File: src/core/uart_regs_pkg.sv
// constants and carrier types for the serial port register bank
package uart_regs_pkg;
  // register offsets (address lines 2..0)
  localparam logic [2:0] OFS_DATA     = 3'h0;
  localparam logic [2:0] OFS_IRQ_EN   = 3'h1;
  localparam logic [2:0] OFS_IDENT    = 3'h2;
  localparam logic [2:0] OFS_LINE_CTL = 3'h3;
  localparam logic [2:0] OFS_MODEM_CTL= 3'h4;
  localparam logic [2:0] OFS_LINE_ST  = 3'h5;
  localparam logic [2:0] OFS_MODEM_ST = 3'h6;
  localparam logic [2:0] OFS_SCRATCH  = 3'h7;

  // field positions
  localparam int LC_DIV_ACCESS   = 7;
  localparam int MC_DTR          = 0;
  localparam int MC_RTS          = 1;
  localparam int MC_OUT1         = 2;
  localparam int MC_OUT2         = 3;
  localparam int MC_LOOP         = 4;
  localparam int FC_ENABLE       = 0;
  localparam int FC_RX_RESET     = 1;
  localparam int FC_TX_RESET     = 2;
  localparam int FC_DMA_MODE     = 3;
  localparam int FC_TRIG_LSB     = 6;
  localparam int IE_RX_DATA      = 0;
  localparam int IE_TX_EMPTY     = 1;
  localparam int IE_LINE_ERR     = 2;
  localparam int IE_MODEM        = 3;

  // writable widths of the enable and modem control registers
  localparam logic [7:0] IRQ_EN_MASK    = 8'h0f;
  localparam logic [7:0] MODEM_CTL_MASK = 8'h1f;

  // interrupt identity codes in bits 3..0
  localparam logic [3:0] IID_NONE     = 4'h1;
  localparam logic [3:0] IID_LINE     = 4'h6;
  localparam logic [3:0] IID_RX_DATA  = 4'h4;
  localparam logic [3:0] IID_TX_EMPTY = 4'h2;
  localparam logic [3:0] IID_MODEM    = 4'h0;

  // reset values
  localparam logic [7:0]  RST_BYTE    = 8'h00;
  localparam logic [15:0] RST_DIVISOR = 16'h0000;

  typedef struct packed {
    logic       wr;
    logic       rd;
    logic [2:0] addr;
    logic [7:0] data;
  } host_req_t;

  typedef struct packed {
    logic       valid;
    logic [7:0] data;
    logic       overrun;
    logic       parity;
    logic       framing;
    logic       brk;
  } rx_event_t;

  typedef struct packed {
    logic dcd;
    logic ri;
    logic dsr;
    logic cts;
  } modem_pins_t;

  typedef struct packed {
    logic brk;
    logic framing;
    logic parity;
    logic overrun;
  } line_err_t;

  typedef struct packed {
    logic [7:0]  rd_data;
    logic [7:0]  rx_byte;
    logic        rx_avail;
    line_err_t   errs;
    logic [7:0]  tx_byte;
    logic        tx_load;
    logic        tx_empty_prev;
    logic        tx_pending;
    logic [7:0]  irq_en;
    logic [7:0]  line_ctl;
    logic [7:0]  modem_ctl;
    logic [7:0]  scratch;
    logic [15:0] divisor;
    logic        baud_reload;
    logic        fifo_on;
    logic        dma_mode;
    logic [1:0]  rx_trigger;
    logic        rx_fifo_rst;
    logic        tx_fifo_rst;
    modem_pins_t pin_meta;
    modem_pins_t pin_sync;
    modem_pins_t modem_prev;
    logic [3:0]  modem_delta;
  } state_t;
endpackage : uart_regs_pkg

File: src/core/uart_register_map.sv
// host register bank of the serial port: decode, storage, status and identity
//
// Contract
// [RULE1] bit 0 of every register is the least significant host data bit
// [RULE2] character bit 0 goes first out and first received bit is bit 0
// [RULE3] character mode: identity bits 3,6,7 and line state bit 7 read zero
// [RULE4] offset 0 write loads transmit holding; read returns receive buffer only
// [RULE5] divisor access bit maps offsets 0 and 1 to divisor low and high
// [RULE6] any divisor byte write reloads the 16-bit baud counter at once
// [RULE7] line status code 06 outranks received data code 04
// [RULE8] modem state bits 7..4 follow current modem input levels
`timescale 1ns/100ps
module uart_register_map (
  input  wire logic                        clk_in,
  input  wire logic                        rst_n_in,
  input  wire uart_regs_pkg::host_req_t    host_req_in,
  output logic [7:0]                       rd_data_out,
  input  wire uart_regs_pkg::rx_event_t    rx_event_in,
  input  wire logic                        tx_holding_empty_in,
  input  wire logic                        transmit_idle_in,
  input  wire uart_regs_pkg::modem_pins_t  modem_pins_in,
  output logic [7:0]                       tx_data_out,
  output logic                             tx_load_out,
  output logic [7:0]                       line_control_out,
  output logic [7:0]                       modem_control_out,
  output logic [7:0]                       irq_enable_out,
  output logic [15:0]                      divisor_out,
  output logic                             baud_reload_out,
  output logic                             fifo_enable_out,
  output logic                             dma_mode_out,
  output logic [1:0]                       rx_trigger_out,
  output logic                             rx_fifo_reset_out,
  output logic                             tx_fifo_reset_out
);
  import uart_regs_pkg::*;

  state_t      st_r;
  state_t      st_nxt;
  modem_pins_t modem_now;
  logic [3:0]  iid;
  logic [7:0]  ident_byte;
  logic [7:0]  line_byte;
  logic [7:0]  modem_byte;
  logic        div_access;
  logic        rd_hit;
  logic        wr_hit;

  //////////////////////////////////////////////////////////////////////////////
  // status views

  always_comb begin
    div_access = st_r.line_ctl[LC_DIV_ACCESS];
    // loopback feeds modem control back as the modem inputs
    if (st_r.modem_ctl[MC_LOOP]) begin
      modem_now.cts = st_r.modem_ctl[MC_RTS];
      modem_now.dsr = st_r.modem_ctl[MC_DTR];
      modem_now.ri  = st_r.modem_ctl[MC_OUT1];
      modem_now.dcd = st_r.modem_ctl[MC_OUT2];
    end else begin
      modem_now = st_r.pin_sync;
    end

    // [RULE7] identity priority order
    if (st_r.irq_en[IE_LINE_ERR] && (st_r.errs != '0)) begin
      iid = IID_LINE;
    end else if (st_r.irq_en[IE_RX_DATA] && st_r.rx_avail) begin
      iid = IID_RX_DATA;
    end else if (st_r.irq_en[IE_TX_EMPTY] && st_r.tx_pending) begin
      iid = IID_TX_EMPTY;
    end else if (st_r.irq_en[IE_MODEM] && (st_r.modem_delta != '0)) begin
      iid = IID_MODEM;
    end else begin
      iid = IID_NONE;
    end

    // [RULE3] fifo flags and timeout bit zero in character mode
    // timeout reporting belongs to the fifo logic, so bit 3 never sets here
    ident_byte = {st_r.fifo_on, st_r.fifo_on, 2'b00, 1'b0, iid[2:0]};

    // [RULE3] fifo error summary only in fifo mode
    line_byte = {st_r.fifo_on && (st_r.errs != '0),
                 transmit_idle_in,
                 tx_holding_empty_in,
                 st_r.errs.brk,
                 st_r.errs.framing,
                 st_r.errs.parity,
                 st_r.errs.overrun,
                 st_r.rx_avail};

    // [RULE8] upper nibble is the live input level, not stored
    modem_byte = {modem_now.dcd, modem_now.ri, modem_now.dsr, modem_now.cts,
                  st_r.modem_delta};
  end

  //////////////////////////////////////////////////////////////////////////////
  // next state

  always_comb begin
    st_nxt             = st_r;
    st_nxt.tx_load     = 1'b0;
    st_nxt.baud_reload = 1'b0;
    st_nxt.rx_fifo_rst = 1'b0;
    st_nxt.tx_fifo_rst = 1'b0;
    rd_hit             = host_req_in.rd;
    wr_hit             = host_req_in.wr;

    // two-flop synchroniser on the modem pins
    st_nxt.pin_meta   = modem_pins_in;
    st_nxt.pin_sync   = st_r.pin_meta;
    st_nxt.modem_prev = modem_now;

    // modem change flags: a change in the read cycle survives the clear
    if (rd_hit && host_req_in.addr == OFS_MODEM_ST) begin
      st_nxt.modem_delta = '0;
    end
    st_nxt.modem_delta[0] = st_nxt.modem_delta[0] | (modem_now.cts ^ st_r.modem_prev.cts);
    st_nxt.modem_delta[1] = st_nxt.modem_delta[1] | (modem_now.dsr ^ st_r.modem_prev.dsr);
    st_nxt.modem_delta[2] = st_nxt.modem_delta[2] | (st_r.modem_prev.ri & ~modem_now.ri);
    st_nxt.modem_delta[3] = st_nxt.modem_delta[3] | (modem_now.dcd ^ st_r.modem_prev.dcd);

    // line errors clear on a line state read; new errors win
    if (rd_hit && host_req_in.addr == OFS_LINE_ST) begin
      st_nxt.errs = '0;
    end

    // receive buffer: reading it clears the ready flag
    if (rd_hit && host_req_in.addr == OFS_DATA && !div_access) begin
      st_nxt.rx_avail = 1'b0;
    end
    if (rx_event_in.valid) begin
      // [RULE2] byte arrives with first received bit already in bit 0
      st_nxt.rx_byte  = rx_event_in.data;
      st_nxt.rx_avail = 1'b1;
      // an unread character being replaced is an overrun
      if (st_r.rx_avail && !(rd_hit && host_req_in.addr == OFS_DATA && !div_access)) begin
        st_nxt.errs.overrun = 1'b1;
      end
    end
    st_nxt.errs.overrun = st_nxt.errs.overrun | (rx_event_in.valid & rx_event_in.overrun);
    st_nxt.errs.parity  = st_nxt.errs.parity  | (rx_event_in.valid & rx_event_in.parity);
    st_nxt.errs.framing = st_nxt.errs.framing | (rx_event_in.valid & rx_event_in.framing);
    st_nxt.errs.brk     = st_nxt.errs.brk     | (rx_event_in.valid & rx_event_in.brk);

    // transmit empty event: reading its identity or writing the holding byte clears
    st_nxt.tx_empty_prev = tx_holding_empty_in;
    if (rd_hit && host_req_in.addr == OFS_IDENT && iid == IID_TX_EMPTY) begin
      st_nxt.tx_pending = 1'b0;
    end
    if (wr_hit && host_req_in.addr == OFS_DATA && !div_access) begin
      st_nxt.tx_pending = 1'b0;
    end
    if (tx_holding_empty_in && !st_r.tx_empty_prev) begin
      st_nxt.tx_pending = 1'b1;
    end

    // read data; write-only registers never echo back
    if (rd_hit) begin
      // [RULE1] every byte is placed with bit 0 on host data bit 0
      unique case (host_req_in.addr)
        // [RULE5] divisor overlay on offset 0
        // [RULE4] offset 0 returns receive buffer, never transmit value
        OFS_DATA:      st_nxt.rd_data = div_access ? st_r.divisor[7:0] : st_r.rx_byte;
        // [RULE5] divisor overlay on offset 1
        OFS_IRQ_EN:    st_nxt.rd_data = div_access ? st_r.divisor[15:8] : st_r.irq_en;
        OFS_IDENT:     st_nxt.rd_data = ident_byte;
        OFS_LINE_CTL:  st_nxt.rd_data = st_r.line_ctl;
        OFS_MODEM_CTL: st_nxt.rd_data = st_r.modem_ctl;
        OFS_LINE_ST:   st_nxt.rd_data = line_byte;
        OFS_MODEM_ST:  st_nxt.rd_data = modem_byte;
        OFS_SCRATCH:   st_nxt.rd_data = st_r.scratch;
      endcase
    end

    if (wr_hit) begin
      unique case (host_req_in.addr)
        OFS_DATA: begin
          if (div_access) begin
            // [RULE6] low byte write reloads baud counter
            st_nxt.divisor[7:0] = host_req_in.data;
            st_nxt.baud_reload  = 1'b1;
          end else begin
            // [RULE4] offset 0 write loads transmit holding
            // [RULE2] bit 0 stays in bit 0 for the lsb-first shifter
            st_nxt.tx_byte = host_req_in.data;
            st_nxt.tx_load = 1'b1;
          end
        end
        OFS_IRQ_EN: begin
          if (div_access) begin
            // [RULE6] high byte write reloads baud counter
            st_nxt.divisor[15:8] = host_req_in.data;
            st_nxt.baud_reload   = 1'b1;
          end else begin
            st_nxt.irq_en = host_req_in.data & IRQ_EN_MASK;
          end
        end
        OFS_IDENT: begin
          st_nxt.fifo_on    = host_req_in.data[FC_ENABLE];
          st_nxt.dma_mode   = host_req_in.data[FC_DMA_MODE];
          st_nxt.rx_trigger = host_req_in.data[FC_TRIG_LSB +: 2];
          // toggling fifo mode empties both fifos as well
          st_nxt.rx_fifo_rst = host_req_in.data[FC_RX_RESET] |
                               (host_req_in.data[FC_ENABLE] ^ st_r.fifo_on);
          st_nxt.tx_fifo_rst = host_req_in.data[FC_TX_RESET] |
                               (host_req_in.data[FC_ENABLE] ^ st_r.fifo_on);
        end
        OFS_LINE_CTL:  st_nxt.line_ctl  = host_req_in.data;
        OFS_MODEM_CTL: st_nxt.modem_ctl = host_req_in.data & MODEM_CTL_MASK;
        OFS_SCRATCH:   st_nxt.scratch   = host_req_in.data;
        // status registers ignore writes
        OFS_LINE_ST,
        OFS_MODEM_ST:  st_nxt.scratch   = st_nxt.scratch;
      endcase
    end
  end

  //////////////////////////////////////////////////////////////////////////////
  // state register

  always_ff @(posedge clk_in) begin
    if (!rst_n_in) begin
      st_r         <= '0;
      st_r.rd_data <= RST_BYTE;
      st_r.divisor <= RST_DIVISOR;
    end else begin
      st_r <= st_nxt;
    end
  end

  assign rd_data_out       = st_r.rd_data;
  assign tx_data_out       = st_r.tx_byte;
  assign tx_load_out       = st_r.tx_load;
  assign line_control_out  = st_r.line_ctl;
  assign modem_control_out = st_r.modem_ctl;
  assign irq_enable_out    = st_r.irq_en;
  assign divisor_out       = st_r.divisor;
  assign baud_reload_out   = st_r.baud_reload;
  assign fifo_enable_out   = st_r.fifo_on;
  assign dma_mode_out      = st_r.dma_mode;
  assign rx_trigger_out    = st_r.rx_trigger;
  assign rx_fifo_reset_out = st_r.rx_fifo_rst;
  assign tx_fifo_reset_out = st_r.tx_fifo_rst;
endmodule : uart_register_map

File: config.mk
export PLATFORM = sky130hd
export DESIGN_NAME = uart_register_map
export DESIGN_NICKNAME = d
export VERILOG_FILES = /design/src/core/uart_regs_pkg.sv /design/src/core/uart_register_map.sv
export SDC_FILE = /design/constraint.sdc
export NUM_CORES = 1
export LEC_CHECK = 0
export ABC_AREA = 1
export BUFFER_PORTS_ARGS = -buffer_cell sky130_fd_sc_hd__buf_2
export CORE_MARGIN = 2
export CORE_UTILIZATION = 45
export CTS_BUF_LIST = sky130_fd_sc_hd__clkbuf_8
export DETAILED_ROUTE_END_ITERATION = 16
export PLACE_DENSITY = 0.68
export SLEW_MARGIN = 20
export SYNTH_ARGS = -nofsm -noshare
export SYNTH_HDL_FRONTEND = slang
export SYNTH_SLANG_ARGS = --single-unit
File: constraint.sdc
create_clock -name clk_in -period 2.8 [get_ports clk_in]
set_input_delay 0.28 -clock clk_in [delete_from_list [all_inputs] [get_ports clk_in]]
set_output_delay 0.28 -clock clk_in [all_outputs]
set_load 0.05 [all_outputs]
======== Word level (Yosys, flattened, before mapping) ========
Index checks and enable logic that the tools add are counted.
word-level totals
  bits in registers ....................... 96
  bits in latches ......................... 0
  bits in writable memories ............... 0
  bits in read-only memories .............. 0
  output and inout bits ................... 64
  logic and storage cells ................. 120
  memories ................................ 0
operators by class
  $add $sub $neg .......................... 0
  multipliers ............................. 0
  div/mod/pow operators ................... 0
  $lt $le $gt $ge ......................... 0
  equality and inequality tests ........... 8
  shift operators ......................... 0
  muxes and demuxes ....................... 21
  bitwise gates (word level) .............. 21
  reductions and logical operators ........ 34
operators with widths
  operator                                                                number
  8-bit case mux with 8 select lines                                      1
  3-bit AND reduction                                                     6
  4-bit 2-to-1 mux                                                        4
  8-bit 2-to-1 mux                                                        2
  1-bit logical AND                                                       15
  3-bit equality test (second input constant)                             4
  1-bit 2-to-1 mux                                                        11
  1-bit bitwise OR                                                        10
  2-bit AND reduction                                                     5
  4-bit nonzero test                                                      2
  3-bit by 2-bit equality test with 1-bit output (second input constant)  2
  1-bit AND                                                               5
  4-bit by 2-bit equality test with 1-bit output (second input constant)  1
  1-bit bitwise XOR                                                       4
  3-bit by 1-bit equality test with 1-bit output (second input constant)  1
  1-bit zero test                                                         3
  3-bit zero test                                                         1
  3-bit 2-to-1 mux                                                        1
  3-bit nonzero test                                                      1
  2-bit 2-to-1 mux                                                        1
  1-bit NOT                                                               2
  1-bit case mux with 2 select lines                                      1
  2-bit nonzero test                                                      1

======== Depth between registers and ports, before layout ========
  depth in word-level cells ............... 11
  gate-level depth with buffers ........... 10

======== Worst setup path after synthesis ========
No wires, ideal clock.
  path kind ............................... input-to-reg
  start point ............................. input host_req_in[8] in the netlist's numbering
  end point ............................... register st_r (netlist bit line_byte[1])
  library setup time ...................... 132 ps
  data arrival time ....................... 1,196 ps
  slack ................................... 1,472 ps
  stages .................................. 8
  path buffers ............................ 2
  cell sequence ........................... buf_4 -> inv_2 -> nand2_1 -> nor2_2 -> buf_2 -> a31oi_1 -> o21ai_0 -> a21oi_1
on the way
  longest elaborated chain between the ends .. 8
  elaborated cells on any way between the ends .. 11
ends and longest elaborated chain
  what                            line                      RTL
  start, declared                 uart_register_map.sv:16   input wire uart_regs_pkg::host_req_t host_req_in,
  3-bit zero test                 uart_register_map.sv:135  if (st_r.rx_avail && !(rd_hit && host_req_in.addr == OFS_DATA && !div_access)) begin
  1-bit logical AND (2 in a row)  uart_register_map.sv:135
  1-bit zero test                 uart_register_map.sv:135
  1-bit logical AND               uart_register_map.sv:135
  1-bit 2-to-1 mux                uart_register_map.sv:135
  1-bit 2-to-1 mux (*)            uart_register_map.sv:130  if (rx_event_in.valid) begin
  1-bit bitwise OR (*)            uart_register_map.sv:139  st_nxt.errs.overrun = st_nxt.errs.overrun | (rx_event_in.valid & rx_event_in.overrun);
  end signal, assigned            uart_register_map.sv:226  st_r <= st_nxt;
  end, declared                   uart_register_map.sv:37   state_t st_r;
Mark *: on every way between the ends. The rest lies on a longest branch, timed or not.
A chain may end at the register's enable or synchronous reset.

======== Worst setup path after layout ========
  start point ............................. register st_r (netlist bit line_control_out[7])
  end point ............................... register st_r (netlist bit rd_data_out[2])
on the way
  longest elaborated chain between the ends .. 2
  elaborated cells on any way between the ends .. 3
ends and longest elaborated chain
  what                                        line                                                RTL
  8-bit 2-to-1 mux, on equally long branches  uart_register_map.sv:164, uart_register_map.sv:162
  8-bit case mux with 8 select lines (*)      uart_register_map.sv:159                            unique case (host_req_in.addr)
Marked as above.

==> out/metrics.cfg <==
[outcome]
status=finished, final reports clean

[sta]
fmax_mhz=556
report.final.hold_viol_count=0
period_needed_ps=1800
tns_ps=0
tightest_slew_ps=607
rsz0062_at_grt=no
clock_skew_ps=8.50
maxSlewHeadroom=0.595
setup_viol=0
period_share=0.642
final_max_slew_viol_count=0

[power]
power_density_nw_per_um2=571
clkPwrFrac=0.339
cell_internal_pwr_w=0.00195
seqPwrFrac=0.534
power_w=0.00270
leakagePower_nw=2.20
comb_power_share=0.127
p_sw_w=0.000749
netSwitchingFraction=0.277
peakVddDrop_mv=0.225

[logic_synthesis]
synth_cell_types=30
synthCells=614
synth_area_um2=4420
avgSynthCellArea_um2=7.19
ys_seq_area_frac=0.435
yosysWarnings=0
synth-seq-cells=96

[clock_tree]
cts_root_buf=clkbuf_8
cts_hold_buf=0
clk_pin_slew_ps=90
cts-buffers-inserted=9
ctsLongestPathBuffers=2
cts-htree-levels=3
insertion_delay_ps=360
cts_tree=done
clock-sinks=96
postCtsSetupBuffers=0
ctsResizeCount=0

[detailed_routing]
ant_nets=0
drc=0
routed_wl_um=11800
drt_iter0_markers=312
vias=3889
first_pass_iters=5
wire_per_inst_um=15.1
drt-vias-per-instance=4.99

[worst_setup_path]
critical_path_peak_fanout=17
ff2ff_path_depth=8
reg2reg_slack_ps=1000
slowest_stage=clkinv_1
cp_common_cell=nand2_1
slowest_delay_ps=450
crit_start=line_control_out[7]
arrival_ps=2100
critPathRequiredTime_ps=3100
endpoint_kind=flop
r2r-end=rd_data_out[2]
crit_path_start_kind=flop
crit_chain=clkinv_1 > o21ai_0 > nand2_1 > nand2_1 > nor2_1 > nand3_1 > nand2_1 > a21oi_1
r2r_start=line_control_out[7]
critPathKind=reg -> reg

[global_route]
grt_pass1_wl_um=18100
globalRoute.totalOverflow=0
grt_max_degree=46
antenna_found_initial=0
track_usage=0.226
grt_pass1_vias=3494

[place]
dp_cells=765
dp_hpwl_um=8800
gp_congestion=0.994
port_buffers=90
place_area_um2=4540

[floorplanning]
coreArea_um2=9640
die_x_um=103
rows=36
fp.dieH_um=103
dieArea_um2=10600
ios=98
start_util=0.458

[hold_path]
hp-class=in -> reg
min-delay-start=modem_pins_in[1]
min_to=st_nxt[9]
hold_depth=3

[finish]
diodes=0
fin_nets=677
final_cell_mix=nand2_1 (161), dfxtp_1 (96), buf_2 (90)
drive_above_1_share=0.187
fin_cells=780
fin_area_um2=4740
final_core_util=0.491
area_delta_synth_final_pct=7.28
mostFrequentLayoutCell=nand2_1

[job]
drv_cap=0

sequential cells by signal (all words and copies together) (netlist names), 2 cells and up:
register,count
irq_enable_out,4
line_byte,5
line_control_out,8
rx_trigger_out,2
tx_data_out,8
st_nxt,4
modem_control_out,5
rd_data_out,8
divisor_out,16
st_r,26
modem_byte,4
cell usage after synthesis (all sizes together):
| library cell | instances | share of area |
|---|---|---|
| nand4 | 5 | 0.0071 |
| conb | 1 | 0.00085 |
| clkbuf | 10 | 0.0085 |
| inv | 47 | 0.040 |
| a31oi | 10 | 0.018 |
| o211ai | 1 | 0.0017 |
| nor4 | 1 | 0.0014 |
| nand3 | 26 | 0.029 |
| clkinv | 3 | 0.0026 |
| o22ai | 2 | 0.0028 |
| a22o | 1 | 0.0020 |
| nand2 | 161 | 0.14 |
| nand3b | 1 | 0.0017 |
| nor2 | 47 | 0.044 |
| and3 | 1 | 0.0014 |
| xnor2 | 3 | 0.0060 |
| o21ai | 52 | 0.059 |
| nor3 | 5 | 0.0068 |
| buf | 73 | 0.12 |
| dfxtp | 96 | 0.44 |
| xor2 | 1 | 0.0020 |
| a21oi | 67 | 0.076 |
per-layer routing:
layer	track usage	up-vias	part of all wire
met5	0	-	0
met4	0.0901	0	0.032
met3	0.0461	25	0.048
met2	0.360	122	0.45
met1	0.299	1766	0.47
li1	-	1976	-
worst max path at each step:
stage | endpoint | slack, ps
floorplan | line_byte[1] | 1470
global placement | divisor_out[3] | 1000
detailed placement | divisor_out[7] | 930
CTS | rd_data_out[2] | 1010
global route | rd_data_out[2] | 850
finish | rd_data_out[2] | 1000
cell type report:
type,instances,area [um^2]
fill,1037,4900
inverter,50,188
clock inverter,4,46.3
clock buffer,11,151
multi-input combinational,391,1780
sequential,96,1920
tap,133,166
timing repair buffer,95,488
worst max-delay path: cells and delay by family (launching register included):
kind | cells | cell delay (ps)
DFF | 1 | 340
buffers and inverters | 1 | 450
AOI/OAI and AO/OA | 2 | 550
and+or+nand+nor | 5 | 400
power by group through the flow:
stage	Combinational (W)	Sequential, W	Clock (W)
floorplan	0.000268	0.00147	0
global placement	0.000339	0.00147	0
detailed placement	0.000341	0.00148	0
CTS	0.000342	0.00144	0.000930
global route	0.000378	0.00145	0.000987
finish	0.000343	0.00144	0.000915
logic make-up after synthesis:
kind of cell	count (synthesis)	synth area share
and+or+nand+nor	247	0.229
DFF	96	0.435
AOI/OAI and AO/OA	133	0.159
other	1	0.000849
xor gates and xnor gates	4	0.00794
buffers and inverters	133	0.168
metrics by stage:
stage | hold slack, ps | setup WS (ps)
finish | 93.4 | 1000
global route | 111 | 848
CTS | 87.2 | 1010
detailed placement | 404 | 929
global placement | 393 | 1000
floorplan | 378 | 1470
(Power assumes the default switching activity.)
